### config.mk
export PLATFORM = sky130hd
export DESIGN_NAME = tfp_pulse_pos
export DESIGN_NICKNAME = d
export VERILOG_FILES = /design/src/rtl/tfp_pkg.sv /design/src/rtl/tfp_pulse_pos.sv
export VERILOG_INCLUDE_DIRS = /design/src /design/src/rtl
export SDC_FILE = /design/constraint.sdc
export NUM_CORES = 1
export LEC_CHECK = 0
export BUFFER_PORTS_ARGS = -buffer_cell sky130_fd_sc_hd__buf_2
export CAP_MARGIN = 5
export CORE_ASPECT_RATIO = 1.75
export CORE_MARGIN = 2
export CORE_UTILIZATION = 50
export CTS_BUF_LIST = sky130_fd_sc_hd__clkbuf_4 sky130_fd_sc_hd__clkbuf_8
export DETAILED_ROUTE_END_ITERATION = 8
export PLACE_DENSITY_LB_ADDON = 0.25
export SYNTH_ARGS = -nofsm -noshare
export SYNTH_HDL_FRONTEND = slang
export SYNTH_SLANG_ARGS = --single-unit
### constraint.sdc
create_clock -name clk -period 10.6 [get_ports clk]
set_input_delay 0.53 -clock clk [delete_from_list [all_inputs] [get_ports clk]]
set_output_delay 0.53 -clock clk [all_outputs]
set_load 0.02 [all_outputs]
### src/rtl/tfp_params.svh
// offsets, field positions, reset values and counts for the transmit pulse placer
`ifndef TFP_PARAMS_SVH
`define TFP_PARAMS_SVH
`define TFP_CFG_INDEX 8'h0e
`define TFP_STAT_INDEX 8'h0f
`define TFP_ADDR_W 10
`define TFP_OUT_POS_MSB 15
`define TFP_OUT_POS_LSB 8
`define TFP_IN_POS_MSB 7
`define TFP_IN_POS_LSB 0
`define TFP_OUT_POS_RST 8'h30
`define TFP_IN_POS_RST 8'h30
`define TFP_STAT_ERR_LSB 0
`define TFP_STAT_ACT_LSB 8
`define TFP_LANES 6
`define TFP_BPC_DIFF 9'h002
`define TFP_BPC_WIDE 9'h004
`define TFP_BPC_CHAN 9'h001
`define TFP_CNT_MAX 9'h1ff
`endif

### src/rtl/tfp_pkg.sv
// types shared by the transmit pulse placer
package tfp_pkg;
	// lane order inside the placer: diff bus, wide bus, then four channel buses
	typedef enum logic [2:0] {
		TFP_LANE_DIFF,
		TFP_LANE_WIDE,
		TFP_LANE_CH0,
		TFP_LANE_CH1,
		TFP_LANE_CH2,
		TFP_LANE_CH3
	} tfp_lane_t;
	// byte index within the first row of a frame, with headroom for wide lanes
	typedef logic [8:0] tfp_cnt_t;
	typedef logic [7:0] tfp_pos_t;
endpackage

### src/rtl/tfp_pulse_pos.sv
// transmit frame pulse placer with avalon-mm register slave
// Function
// - the pulse output is high in exactly the cycle the data bus carries the selected byte.
// - the 8-bit out position is a byte index in row one, 0 being the first A1 byte.
// - for OC-48 framing 47 is the last A1, 48 the first A2 and 144 the first SPE byte.
// - one out position setting serves the 16-bit, 32-bit and four 8-bit bus variants.
// - the out position lives in config bits 15:8, read/write, resetting to 30h.
// - a raised pulse input must coincide with the byte chosen by the in position in bits 7:0.
//
// The Avalon-MM interface to the registers is this design's own decision.
`timescale 1ns/1ps
`include "tfp_params.svh"

module tfp_pulse_pos
	import tfp_pkg::*;
#(
	parameter int ADDR_W = `TFP_ADDR_W
) (
	input wire logic clk,
	input wire logic rst,
	// avalon-mm slave, byte addressed
	input wire logic [ADDR_W-1:0] avs_address,
	input wire logic avs_read,
	input wire logic avs_write,
	input wire logic [3:0] avs_byteenable,
	input wire logic [31:0] avs_writedata,
	output logic [31:0] avs_readdata,
	output logic avs_waitrequest,
	// upstream transmit data, same clock; sof marks the first A1 byte in the top lane
	input wire logic [15:0] diff_data_in,
	input wire logic diff_sof,
	input wire logic [31:0] wide_data_in,
	input wire logic wide_sof,
	input wire logic [3:0][7:0] chan_data_in,
	input wire logic [3:0] chan_sof,
	// line-side parallel buses and pulse outputs
	output logic [15:0] tx_parallel_bus_diff,
	output logic tx_pulse_out_diff,
	output logic [31:0] tx_parallel_bus_wide,
	output logic tx_pulse_out_wide,
	output logic [3:0][7:0] tx_parallel_bus_channel,
	output logic [3:0] tx_pulse_out_channel,
	// pulse inputs from the line side, asynchronous pins
	input wire logic tx_pulse_in_diff,
	input wire logic tx_pulse_in,
	input wire logic [3:0] tx_pulse_in_channel
);
	localparam int LANES = `TFP_LANES;
	localparam logic [ADDR_W-1:0] CFG_ADDR = ADDR_W'({`TFP_CFG_INDEX, 2'b00});
	localparam logic [ADDR_W-1:0] STAT_ADDR = ADDR_W'({`TFP_STAT_INDEX, 2'b00});

	// the byte-addressed status word at 3Ch fits in six address bits, yet ten are demanded here
	if (ADDR_W < 10) begin : g_addr_check
		$error("ADDR_W too narrow for the register map");
	end

	// bytes carried per cycle on each lane
	function automatic tfp_cnt_t lane_bpc(input int lane);
		if (lane == int'(TFP_LANE_DIFF)) begin
			return `TFP_BPC_DIFF;
		end else if (lane == int'(TFP_LANE_WIDE)) begin
			return `TFP_BPC_WIDE;
		end
		return `TFP_BPC_CHAN;
	endfunction

	// true when the beat starting at byte index cnt holds byte index pos
	function automatic logic beat_hit(input tfp_cnt_t cnt, input tfp_cnt_t bpc,
		input tfp_pos_t pos);
		logic [9:0] p;
		// one spare bit so a saturated index cannot wrap into a false hit
		p = {2'b00, pos};
		return (p >= {1'b0, cnt}) && (p < ({1'b0, cnt} + {1'b0, bpc}));
	endfunction

	// saturating advance, so the pulse cannot repeat later in a long frame
	function automatic tfp_cnt_t cnt_step(input tfp_cnt_t cnt, input tfp_cnt_t bpc);
		logic [9:0] s;
		s = {1'b0, cnt} + {1'b0, bpc};
		return (s > 10'({1'b0, `TFP_CNT_MAX})) ? `TFP_CNT_MAX : s[8:0];
	endfunction

	// ---------------- register slave ----------------
	logic [15:0] cfg_q, cfg_d;
	logic [LANES-1:0] err_q, err_d;
	logic ack_q, ack_d;
	logic [31:0] rdata_q, rdata_d;
	logic [LANES-1:0] active_q;
	tfp_pos_t out_pos;
	tfp_pos_t in_pos;
	logic [LANES-1:0] err_set;
	logic req;
	logic wr_go;

	assign out_pos = cfg_q[`TFP_OUT_POS_MSB:`TFP_OUT_POS_LSB];
	assign in_pos = cfg_q[`TFP_IN_POS_MSB:`TFP_IN_POS_LSB];
	assign req = avs_read | avs_write;
	// one wait state: every access completes on its second cycle
	assign avs_waitrequest = req & ~ack_q;
	assign wr_go = avs_write & ack_q;
	assign avs_readdata = rdata_q;

	// register next values; hardware set beats a software clear
	always_comb begin
		cfg_d = cfg_q;
		err_d = err_q;
		rdata_d = rdata_q;
		ack_d = req & ~ack_q;
		if (wr_go && avs_address == CFG_ADDR) begin
			if (avs_byteenable[1]) begin
				cfg_d[15:8] = avs_writedata[15:8];
			end
			if (avs_byteenable[0]) begin
				cfg_d[7:0] = avs_writedata[7:0];
			end
		end
		if (wr_go && avs_address == STAT_ADDR && avs_byteenable[0]) begin
			err_d = err_q & ~avs_writedata[LANES-1:0];
		end
		err_d = err_d | err_set;
		if (avs_read && !ack_q) begin
			if (avs_address == CFG_ADDR) begin
				rdata_d = {16'h0000, cfg_q};
			end else if (avs_address == STAT_ADDR) begin
				rdata_d = 32'h0;
				rdata_d[`TFP_STAT_ERR_LSB +: LANES] = err_q;
				rdata_d[`TFP_STAT_ACT_LSB +: LANES] = active_q;
			end else begin
				rdata_d = 32'h0; // unmapped reads as zero
			end
		end
	end

	// register state
	always_ff @(posedge clk or posedge rst) begin
		if (rst) begin
			cfg_q <= {`TFP_OUT_POS_RST, `TFP_IN_POS_RST};
			err_q <= '0;
			ack_q <= 1'b0;
			rdata_q <= 32'h0;
		end else begin
			cfg_q <= cfg_d;
			err_q <= err_d;
			ack_q <= ack_d;
			rdata_q <= rdata_d;
		end
	end

	// ---------------- pulse placement ----------------
	logic [LANES-1:0] sof;
	logic [LANES-1:0] pin_in;
	tfp_cnt_t cnt_q [LANES];
	tfp_cnt_t cnt_d [LANES];
	tfp_cnt_t hist1_q [LANES];
	tfp_cnt_t hist2_q [LANES];
	logic [LANES-1:0] active_d;
	logic [LANES-1:0] pulse_q, pulse_d;
	logic [LANES-1:0] sync1_q, sync2_q;
	logic [LANES-1:0] hact1_q, hact2_q;
	logic [15:0] diff_q;
	logic [31:0] wide_q;
	logic [3:0][7:0] chan_q;

	assign sof = {chan_sof, wide_sof, diff_sof};
	assign pin_in = {tx_pulse_in_channel, tx_pulse_in, tx_pulse_in_diff};

	// byte index of each lane's next beat, and the pulse that travels with it
	always_comb begin
		for (int i = 0; i < LANES; i++) begin
			active_d[i] = active_q[i] | sof[i];
			if (sof[i]) begin
				cnt_d[i] = '0;
			end else begin
				cnt_d[i] = cnt_step(cnt_q[i], lane_bpc(i));
			end
			// one hit per frame since the index only climbs
			pulse_d[i] = active_d[i] & beat_hit(cnt_d[i], lane_bpc(i), out_pos);
			// a synchronised pin pulse is held against the index shown two beats back
			err_set[i] = sync2_q[i] & hact2_q[i]
				& ~beat_hit(hist2_q[i], lane_bpc(i), in_pos);
		end
	end

	// data, index and pulse registered together so they leave in the same cycle
	always_ff @(posedge clk or posedge rst) begin
		if (rst) begin
			for (int i = 0; i < LANES; i++) begin
				cnt_q[i] <= `TFP_CNT_MAX;
				hist1_q[i] <= `TFP_CNT_MAX;
				hist2_q[i] <= `TFP_CNT_MAX;
			end
			active_q <= '0;
			pulse_q <= '0;
			sync1_q <= '0;
			sync2_q <= '0;
			hact1_q <= '0;
			hact2_q <= '0;
			diff_q <= 16'h0;
			wide_q <= 32'h0;
			chan_q <= '0;
		end else begin
			for (int i = 0; i < LANES; i++) begin
				cnt_q[i] <= cnt_d[i];
				hist1_q[i] <= cnt_q[i];
				hist2_q[i] <= hist1_q[i];
			end
			active_q <= active_d;
			pulse_q <= pulse_d;
			sync1_q <= pin_in;
			sync2_q <= sync1_q;
			hact1_q <= active_q;
			hact2_q <= hact1_q;
			diff_q <= diff_data_in;
			wide_q <= wide_data_in;
			chan_q <= chan_data_in;
		end
	end

	// outputs straight from flops
	assign tx_parallel_bus_diff = diff_q;
	assign tx_parallel_bus_wide = wide_q;
	assign tx_parallel_bus_channel = chan_q;
	assign tx_pulse_out_diff = pulse_q[TFP_LANE_DIFF];
	assign tx_pulse_out_wide = pulse_q[TFP_LANE_WIDE];
	assign tx_pulse_out_channel = pulse_q[5:2];
endmodule

# Word-level counts from Yosys, hierarchy flattened
# Index checks and enable logic that the tools add are counted.
[totals] mem_count=0 romBits=0 register_bits=333 latch_bits=0 mem_bits_rw=0 wordCells=162
[classes] shift=0 order_cmp=30 reduce_logical=19 n_bitwise=37 add_sub_neg=18 eq_ne=2 mux=21 n_mul=0 div=0
[ops] cell="two-way mux 9 bit" n=14
[ops] cell="adder 9 x 1 -> 10 bit, second input constant" n=12
[ops] cell="< comparator 8 x 10 -> 1 bit" n=12
[ops] cell="greater-or-equal comparator 8 x 9 -> 1 bit" n=12
[ops] cell="> comparator 10 x 9 -> 1 bit, second input constant" n=6
[ops] cell="adder 9 x 2 -> 10 bit, second input constant" n=2
[ops] cell="adder 9 x 3 -> 10 bit, second input constant" n=2
[ops] cell="adder 9 x 9 -> 10 bit" n=2
[ops] cell="AND 1 bit" n=20
[ops] cell="equality test 10 x 6 -> 1 bit, second input constant" n=2
[ops] cell="logical AND 1 bit" n=16
[ops] cell="two-way mux 16 bit" n=1
[ops] cell="two-way mux 14 bit" n=1
[ops] cell="NOT 1 bit" n=7
[ops] cell="OR 1 bit" n=7
[ops] cell="AND 6 bit" n=1
[ops] cell="two-way mux 6 bit" n=1
[ops] cell="NOT 6 bit" n=1
[ops] cell="OR 6 bit" n=1
[ops] cell="AND reduction 2 bit" n=2
[ops] cell="two-way mux 3 bit" n=1
[ops] cell="two-way mux 1 bit" n=2
[ops] cell="two-way mux 2 bit" n=1
[ops] cell="zero test 1 bit" n=1

# Longest topological paths before layout
# Gate-level depths: netlist (run 1).
[logic_depth] ltp_word=11 ltp_mapped=18

# Worst setup path after synthesis (run 1)
# Ideal clock, no wire load.
[synth_timing] path_kind="register to register" from="register cnt_q[27] (netlist bit)" to="register pulse_q[2]" path_slack_ns=7.286 t_arrival_ns=3.213 stages_incl_launch_ff=18 synth_period_minus_slack_ns=3.314 setup_ns=0.101 n_path_buf=1 cell_sequence="dfstp_2 -> and2_1 -> buf_2 -> nand4_1 -> or2_2 -> a21o_1 -> inv_1 -> ha_1 -> nand2_1 -> mux2_2 -> o22ai_1 -> nand2b_1 -> ha_1 -> o21a_1 -> o31ai_1 -> a21oi_1 -> o32a_1 -> nor4_1"
[synth_rtl] item="start: declaration" line="tfp_pulse_pos.sv:152" text="tfp_cnt_t cnt_q [LANES];"
[synth_rtl] item="start signal: indexed assignment" line="tfp_pulse_pos.sv:188" text="cnt_q[i] <= `TFP_CNT_MAX;"
[synth_rtl] item="start signal: indexed assignment" line="tfp_pulse_pos.sv:203" text="cnt_q[i] <= cnt_d[i];"
[synth_rtl] item="end signal: assignment" line="tfp_pulse_pos.sv:208" text="pulse_q <= pulse_d;"
[synth_rtl] item="end: declaration" line="tfp_pulse_pos.sv:157" text="logic [LANES-1:0] pulse_q, pulse_d;"

==> reports/results.ini, run 1 <==
[outcome]
status = complete, no violations

[clocking]
cts_resized = 0
clockBufferDepth = 3
ctsHtreeMaxLevel = 2
hold_buffers = 0
post_cts.repair.setup_buffers = 0
cts.sinks = 317
cts.clk_slew.worst_paths_ns = 0.07
root_buffer = clkbuf_8
clkLatencyLatePin_ns = 0.59
cts_buffers = 44
cts_tree = yes

[finish]
drive_above_1_share_pct = 30.4
fill_cells = 2644
regArea_mm2 = 0.00814
final_cell_mix = 226 x buf_2, 209 x ha_1, 166 x dfstp_2
nets = 2008
area_growth_pct = 15.2
layout_commonest_cell = buf_2
post-route-util_pct = 58.5
multiInputGateArea_mm2 = 0.00719

[logic_synthesis]
avgSynthCellArea_um2 = 11.3
yosysSeqAreaShare_pct = 50.9
ys.flop_type = dfstp_2
synth_top_family_by_area = adder cells
synth_seq_cells = 317
synth_top_cell_by_area = dfstp_2
synthAdderAreaFrac_pct = 16.3
synth_edf_count = 0
synth.top_cell.area_share_pct = 27.3
synthesis.area_mm2 = 0.0160
synth_compound_area_share_pct = 11.9
synth_xor_area_share_pct = 4.60
yosys_warnings = 0
async_flop_share_pct = 100
synthTopCellsByArea = dfstp_2 27%, dfrtp_1 24%, ha_1 16%
synthSimpleGateAreaFrac_pct = 10.3
muxShareOfSynthArea_pct = 1.43
synth_cell_types = 71
postSynthCellCount = 1416

[setup_path]
cp_cell_sequence = and2_1 -> nand4_1 -> or2_2 -> a21o_1 -> inv_1 -> ha_1 -> nand2_1 -> mux2_2 -> o22ai_1 -> nand2b_1 -> ha_1 -> o21a_1 -> o31ai_1 -> a21oi_1 -> o32a_1 -> nor4_1
critPathTopFamily = simple AND/OR/NAND/NOR gates
startpoint_type = register
crit_type = register to register
slowest_delay_ns = 0.60
critPathBufInv = 1
critPathMaxFanout = 7
cp.arrival_ns = 4.34
cp_slowest_cell = dfstp_2
endpoint_kind = register
crit_required_ns = 11.06
path_common_cell = ha_1

[pwr]
swShare_pct = 24.3
p_seq_share_pct = 50.5
intPower_mw = 1.94
p_leak_nw = 8.31
pwr-share-clk_pct = 40.3
switchingPower_mw = 0.621
ir_drop_mv = 0.122
power_density_mw_per_mm2 = 139
combPwrFrac_pct = 9.2

[detailed_routing]
ant_nets = 0
dr_total_vias = 11308
route.detailed.drc = 0
wl_per_cell_um = 17.7
viasPerCell = 5.42
drt_iter0_drc = 448
wirelength_mm = 36.9
dr.pass1.iters = 5

[placed_design]
place_congestion = 0.843
portBuffers = 226
hpwl_mm = 27.3

[sta]
setup_tns_ns = 0
rsz0062_at_grt = no
worst_pin_slew_ns = 1.18
finClkSkew_ns = 0.0257
relSlewSlack_pct = 21.7
fin_crit_ns = 3.87
slew_viol_final = 0
fmax_mhz = 258
finalHoldViolCount = 0
fin_crit_sh_pct = 36.5
finalSetupViolations = 0

[grt]
grt_max_degree = 176
gr-total-overflow = 0
grt_pass1_wl_mm = 58.4
grt_usage_pct = 22.1
grt_pass1_vias = 11629
antenna_found_initial = 2

[floorplanning]
pin_count = 261
die_h_um = 241
die-area_mm2 = 0.0335
die_w_um = 139
start_util_pct = 50.7
design.core.area_mm2 = 0.0315
rows = 86

[worst_hold_path]
min_path_type = primary input to register

[run]
max-cap-violations = 0

[power groups by stage]
stage	sequential (mW)	clock [mW]	combinational, mW
floorplan	1.33	0	0.133
global placement	1.31	0	0.232
detailed placement	1.31	0	0.238
CTS	1.29	1.06	0.239
global route	1.30	1.11	0.264
finish	1.29	1.03	0.234
[flip-flops by register name (all words and copies together) (netlist names)]
signal,cells
sync2_q,6
hist2_q,54
err_q,6
ack_q,1
hact2_q,6
hist1_q,54
sync1_q,6
active_q,6
cfg_q,16
pulse_q,6
tx_parallel_bus_wide,32
avs_readdata,16
cnt_q,54
tx_parallel_bus_diff,16
hact1_q,6
tx_parallel_bus_channel,32
[per-layer routing]
layer	wire, um	GRT usage, %	up-vias
met5	0	0	-
met4	1820	11.4	0
met3	1750	3.79	99
met2	19900	43.3	351
met1	13400	22.1	5433
li1	-	-	5425
[cell type report]
class,instances,share of cell area (%)
well taps,396,2.69
repair buffers,227,6.24
clock inverters,12,0.767
inverters,124,2.57
diodes,1,0.0136
flip-flops and latches,317,44.2
clock buffers,67,4.56
multi-input cells,943,39.0
[path summary, 6_finish.rpt]
| path | from | end | slack [ns] | cells past startpoint |
|---|---|---|---|---|
| max | cnt_q[27] | pulse_q[2] | 6.73 | 16 |
| min | tx_pulse_in_channel[2] | sync1_q[4] | 0.04 | 1 |
| max reg2reg | cnt_q[27] | pulse_q[2] | 6.73 | 16 |
| min reg2reg | hact1_q[3] | hact2_q[3] | 0.35 | 0 |
| max in group asynchronous | rst | sync2_q[3] | 9.01 | 3 |
| min in group asynchronous | rst | sync2_q[4] | 0.12 | 2 |
[metrics by stage]
step	worst slack (ns)	power (mW)	area (um^2)	hold WS, ns	instances
after CTS	6.76	2.59	18400	0.0191	2086
after floorplan	1.57	1.46	16100	0.331	1431
after global placement	6.91	1.54	17500	0.332	2007
after detailed placement	6.81	1.55	17500	0.335	2007
after global routing	6.54	2.67	18400	0.0248	2087
final	6.73	2.56	18400	0.0436	2087
[cells by family after synthesis]
family,after synthesis
simple gates,329
flops,317
compound gates,284
fa+ha+maj,209
buf+inv,171
xor+xnor,84
mux,21
other cells,1
[Yosys cell counts (4+ instances only)]
master	instances
inv_1	123
mux2i_1	6
and2_1	6
a22oi_1	13
nor2_1	55
o31ai_1	4
nand2b_1	23
or2_2	15
nor2b_1	6
mux2_2	15
o21a_1	18
nand4_1	13
and3_1	8
or3_1	8
buf_4	18
buf_2	8
o22ai_1	7
o2111ai_1	10
a21o_1	22
ha_1	209
and4_1	5
a211oi_1	6
nor4_1	11
nand2_1	87
o21bai_1	6
a21boi_0	5
dfrtp_1	151
xnor2_1	72
o211ai_1	8
clkbuf_1	19
a31oi_1	13
a21oi_1	58
nor3_1	24
xor2_1	12
a2111oi_0	8
nand3_1	52
o21ai_0	67
a211o_1	11
dfstp_2	166
No activity file was read; power rests on OpenSTA's default activity.
==> run 2: changes to the inputs <==
- ABC_AREA: default -> 1
- clock period: 10.6 -> 3.4 ns (I/O delays scaled with it)
==> reports/results.ini, run 2 <==
[clocking]
cts_resized = 0  ; unchanged
clockBufferDepth = 3  ; unchanged
clkLatencyLatePin_ns = 0.59  ; about the same
cts_tree = yes
root_buffer = clkbuf_8
cts_buffers = 45  ; +2.3%
ctsHtreeMaxLevel = 2  ; unchanged
cts.clk_slew.worst_paths_ns = 0.07  ; about the same
cts.sinks = 317  ; unchanged

[logic_synthesis]
synth_xor_area_share_pct = 3.93  ; -0.67 points
synthAdderAreaFrac_pct = 15.4  ; -0.92 points
synth_cell_types = 49  ; -31%
synth_top_family_by_area = simple AND/OR/NAND/NOR gates
yosysSeqAreaShare_pct = 48.0  ; -2.9 points
synthSimpleGateAreaFrac_pct = 20.1  ; +9.8 points
synthesis.area_mm2 = 0.0170  ; +6.0%
synthTopCellsByArea = dfstp_2 26%, dfrtp_1 22%, ha_1 15%
async_flop_share_pct = 100  ; unchanged
synth_compound_area_share_pct = 6.12  ; -5.8 points
synth_commonest_cells = 349 x nand2_1, 234 x inv_1, 209 x ha_1, 166 x dfstp_2, 151 x dfrtp_1
synth_top_cell_by_area = dfstp_2
postSynthCellCount = 1776  ; +25%
yosysMostFrequentCell = nand2_1
avgSynthCellArea_um2 = 9.55  ; -16%
muxShareOfSynthArea_pct = 0  ; -1.4 points
synth_seq_cells = 317  ; unchanged
synth_edf_count = 0  ; unchanged
ys.flop_type = dfstp_2
synth.top_cell.area_share_pct = 25.7  ; -1.5 points
yosys_warnings = 0  ; unchanged

[detailed_routing]
wl_per_cell_um = 15.5  ; -12%
dr.pass1.iters = 5  ; unchanged
viasPerCell = 5.07  ; -6.5%
drt_iter0_drc = 535  ; +19%
wirelength_mm = 41.2  ; +12%
wl_met2_mm = 21.9  ; +10%
dr_wl_met3_mm = 2.07  ; +19%
wl_met1_mm = 15.0  ; +12%
ant_nets = 0  ; unchanged
top_layer = met4
route.detailed.drc = 0  ; unchanged
dr_total_vias = 13470  ; +19%

[sta]
fin_crit_ns = 3.07  ; -0.805 ns
finalSetupViolations = 0  ; unchanged
worst_pin_slew_ns = 1.07  ; -0.108 ns
fmax_mhz = 326  ; +26%
slew_viol_final = 0  ; unchanged
hold_ws_ns = 0.0408  ; -0.00282 ns
finClkSkew_ns = 0.0253  ; -0.000405 ns
finalHoldViolCount = 0  ; unchanged
fin_crit_sh_pct = 90.3  ; +54 points
rsz0062_at_grt = no
relSlewSlack_pct = 28.8  ; +7.2 points

[pwr]
ir_drop_mv = 0.263  ; +120%
power_mw = 8.50  ; +230%
p_leak_nw = 10.2  ; +22%
power_density_mw_per_mm2 = 406  ; +190%

[finish]
regArea_mm2 = 0.00814  ; unchanged
post-route-util_pct = 62.4  ; +3.9 points
layout_commonest_cell = nand2_1
multiInputGateArea_mm2 = 0.00779  ; +8.3%
reg_top3 = cnt_q: 54 flops, hist1_q: 54 flops, hist2_q: 54 flops
fill_cells = 2725  ; +3.1%
drive_above_1_share_pct = 25.8  ; -4.6 points
area_growth_pct = 23.3
final_cell_mix = 349 x nand2_1, 233 x inv_1, 226 x buf_2
nets = 2517  ; +25%

[worst_hold_path]
min_path_type = primary input to register
hold_depth = 3  ; +2

[outcome]
status = complete, no violations

[floorplanning]
die_w_um = 143  ; +2.9%
rows = 89  ; +3.5%
die_h_um = 248  ; +2.9%
start_util_pct = 50.6  ; -0.16 points
design.core.area_mm2 = 0.0335  ; +6.3%
die-area_mm2 = 0.0355  ; +5.8%
pin_count = 261  ; unchanged

[grt]
grt_pass1_wl_mm = 66.0  ; +13%
antenna_found_initial = 1  ; -1
grt_usage_pct = 23.6  ; +1.5 points
gr-total-overflow = 0  ; unchanged
grt_pass1_vias = 14019  ; +21%
grt_max_degree = 132  ; -25%

[setup_path]
crit_required_ns = 3.90  ; -7.16 ns
startpoint_type = register
endpoint_kind = register
cp.arrival_ns = 3.57  ; -0.77 ns
slowest_delay_ns = 0.59  ; about the same
cp_slowest_cell = dfstp_2
reg2reg_depth = 16  ; unchanged
crit_type = register to register
cp_cell_sequence = nand3_2 -> nor2_4 -> nand3_4 -> a21oi_2 -> ha_1 -> nand3_1 -> nor2_2 -> xor2_1 -> ha_1 -> nand4_1 -> o21ai_0 -> o21ai_0 -> nand2_1 -> nand2_1 -> nand2_1 -> a21oi_1
critPathMaxFanout = 6  ; -1
path_common_cell = nand2_1

[placed_design]
hpwl_mm = 29.6  ; +8.2%
portBuffers = 226  ; unchanged
place_congestion = 0.913  ; +8.2%

[run]
max-cap-violations = 0  ; unchanged

run 2: path summary, 6_finish.rpt:
| path | from | end | slack [ns] |
|---|---|---|---|
| min in group asynchronous | rst | tx_parallel_bus_diff[14] | 0.22 |
| worst max register to register | cnt_q[9] | pulse_q[4] | 0.33 |
| max in group asynchronous | rst | active_q[3] | 2.10 |
| worst min-delay path | avs_byteenable[1] | cfg_q[8] | 0.04 |
| worst min register to register | sync1_q[3] | sync2_q[3] | 0.33 |
| worst max-delay path | cnt_q[9] | pulse_q[4] | 0.33 |
run 2: through the flow:
stage | setup slack, ns | cell area [um^2] | TNS (ns) | instances
6_report | 0.331 | 20900 | 0 | 2659
5_1_grt | 0.0368 | 20900 | 0 | 2659
4_1_cts | 0.330 | 20900 | 0 | 2658
3_5_place_dp | 0.357 | 18700 | 0 | 2459
3_3_place_gp | 0.373 | 18700 | 0 | 2459
2_1_floorplan | -0.859 | 17000 | -129.76 | 1791
run 2: kinds of logic after synthesis:
group / Yosys count
and+or+nand+nor: 726
DFF: 317
buffers and inverters: 269
adders and majority gates: 209
AOI/OAI and AO/OA: 178
xor gates and xnor gates: 76
other: 1
run 2: repair_timing:
action                                 in CTS  in global routing
buffers inserted                            0                  0
setup endpoints to repair                   0                  0
endpoints found under the hold margin     158                  0
hold buffers                              115                  0
run 2: worst max-delay path, delay by kind of cell (launching register included):
family	cells	cell delay [ns]
flops	1	0.59
fa+ha+maj	2	0.49
compound gates	4	0.73
simple gates	9	1.02
xor+xnor	1	0.17
run 2: final cells by class:
| cell class | count | share of cell area (%) |
|---|---|---|
| clock inverters | 13 | 0.838 |
| flip-flops and latches | 317 | 38.9 |
| diodes | 1 | 0.0120 |
| clock buffers | 71 | 4.28 |
| inverters | 245 | 4.42 |
| multi-input cells | 1205 | 37.3 |
| well taps | 455 | 2.72 |
| repair buffers | 352 | 11.5 |
run 2: report_power, final:
part	internal [mW]	total [mW]	switching (mW)
Clock	1.99	3.43	1.44
Combinational	0.406	0.993	0.587
Sequential	3.97	4.07	0.101
Total	6.37	8.50	2.13
run 2: layer usage:
metal / track usage, % / vias up
met4: 12.7 / 0
met3: 3.49 / 137
met1: 23.7 / 6379
li1: - / 6551
met5: 0 / -
met2: 45.6 / 403
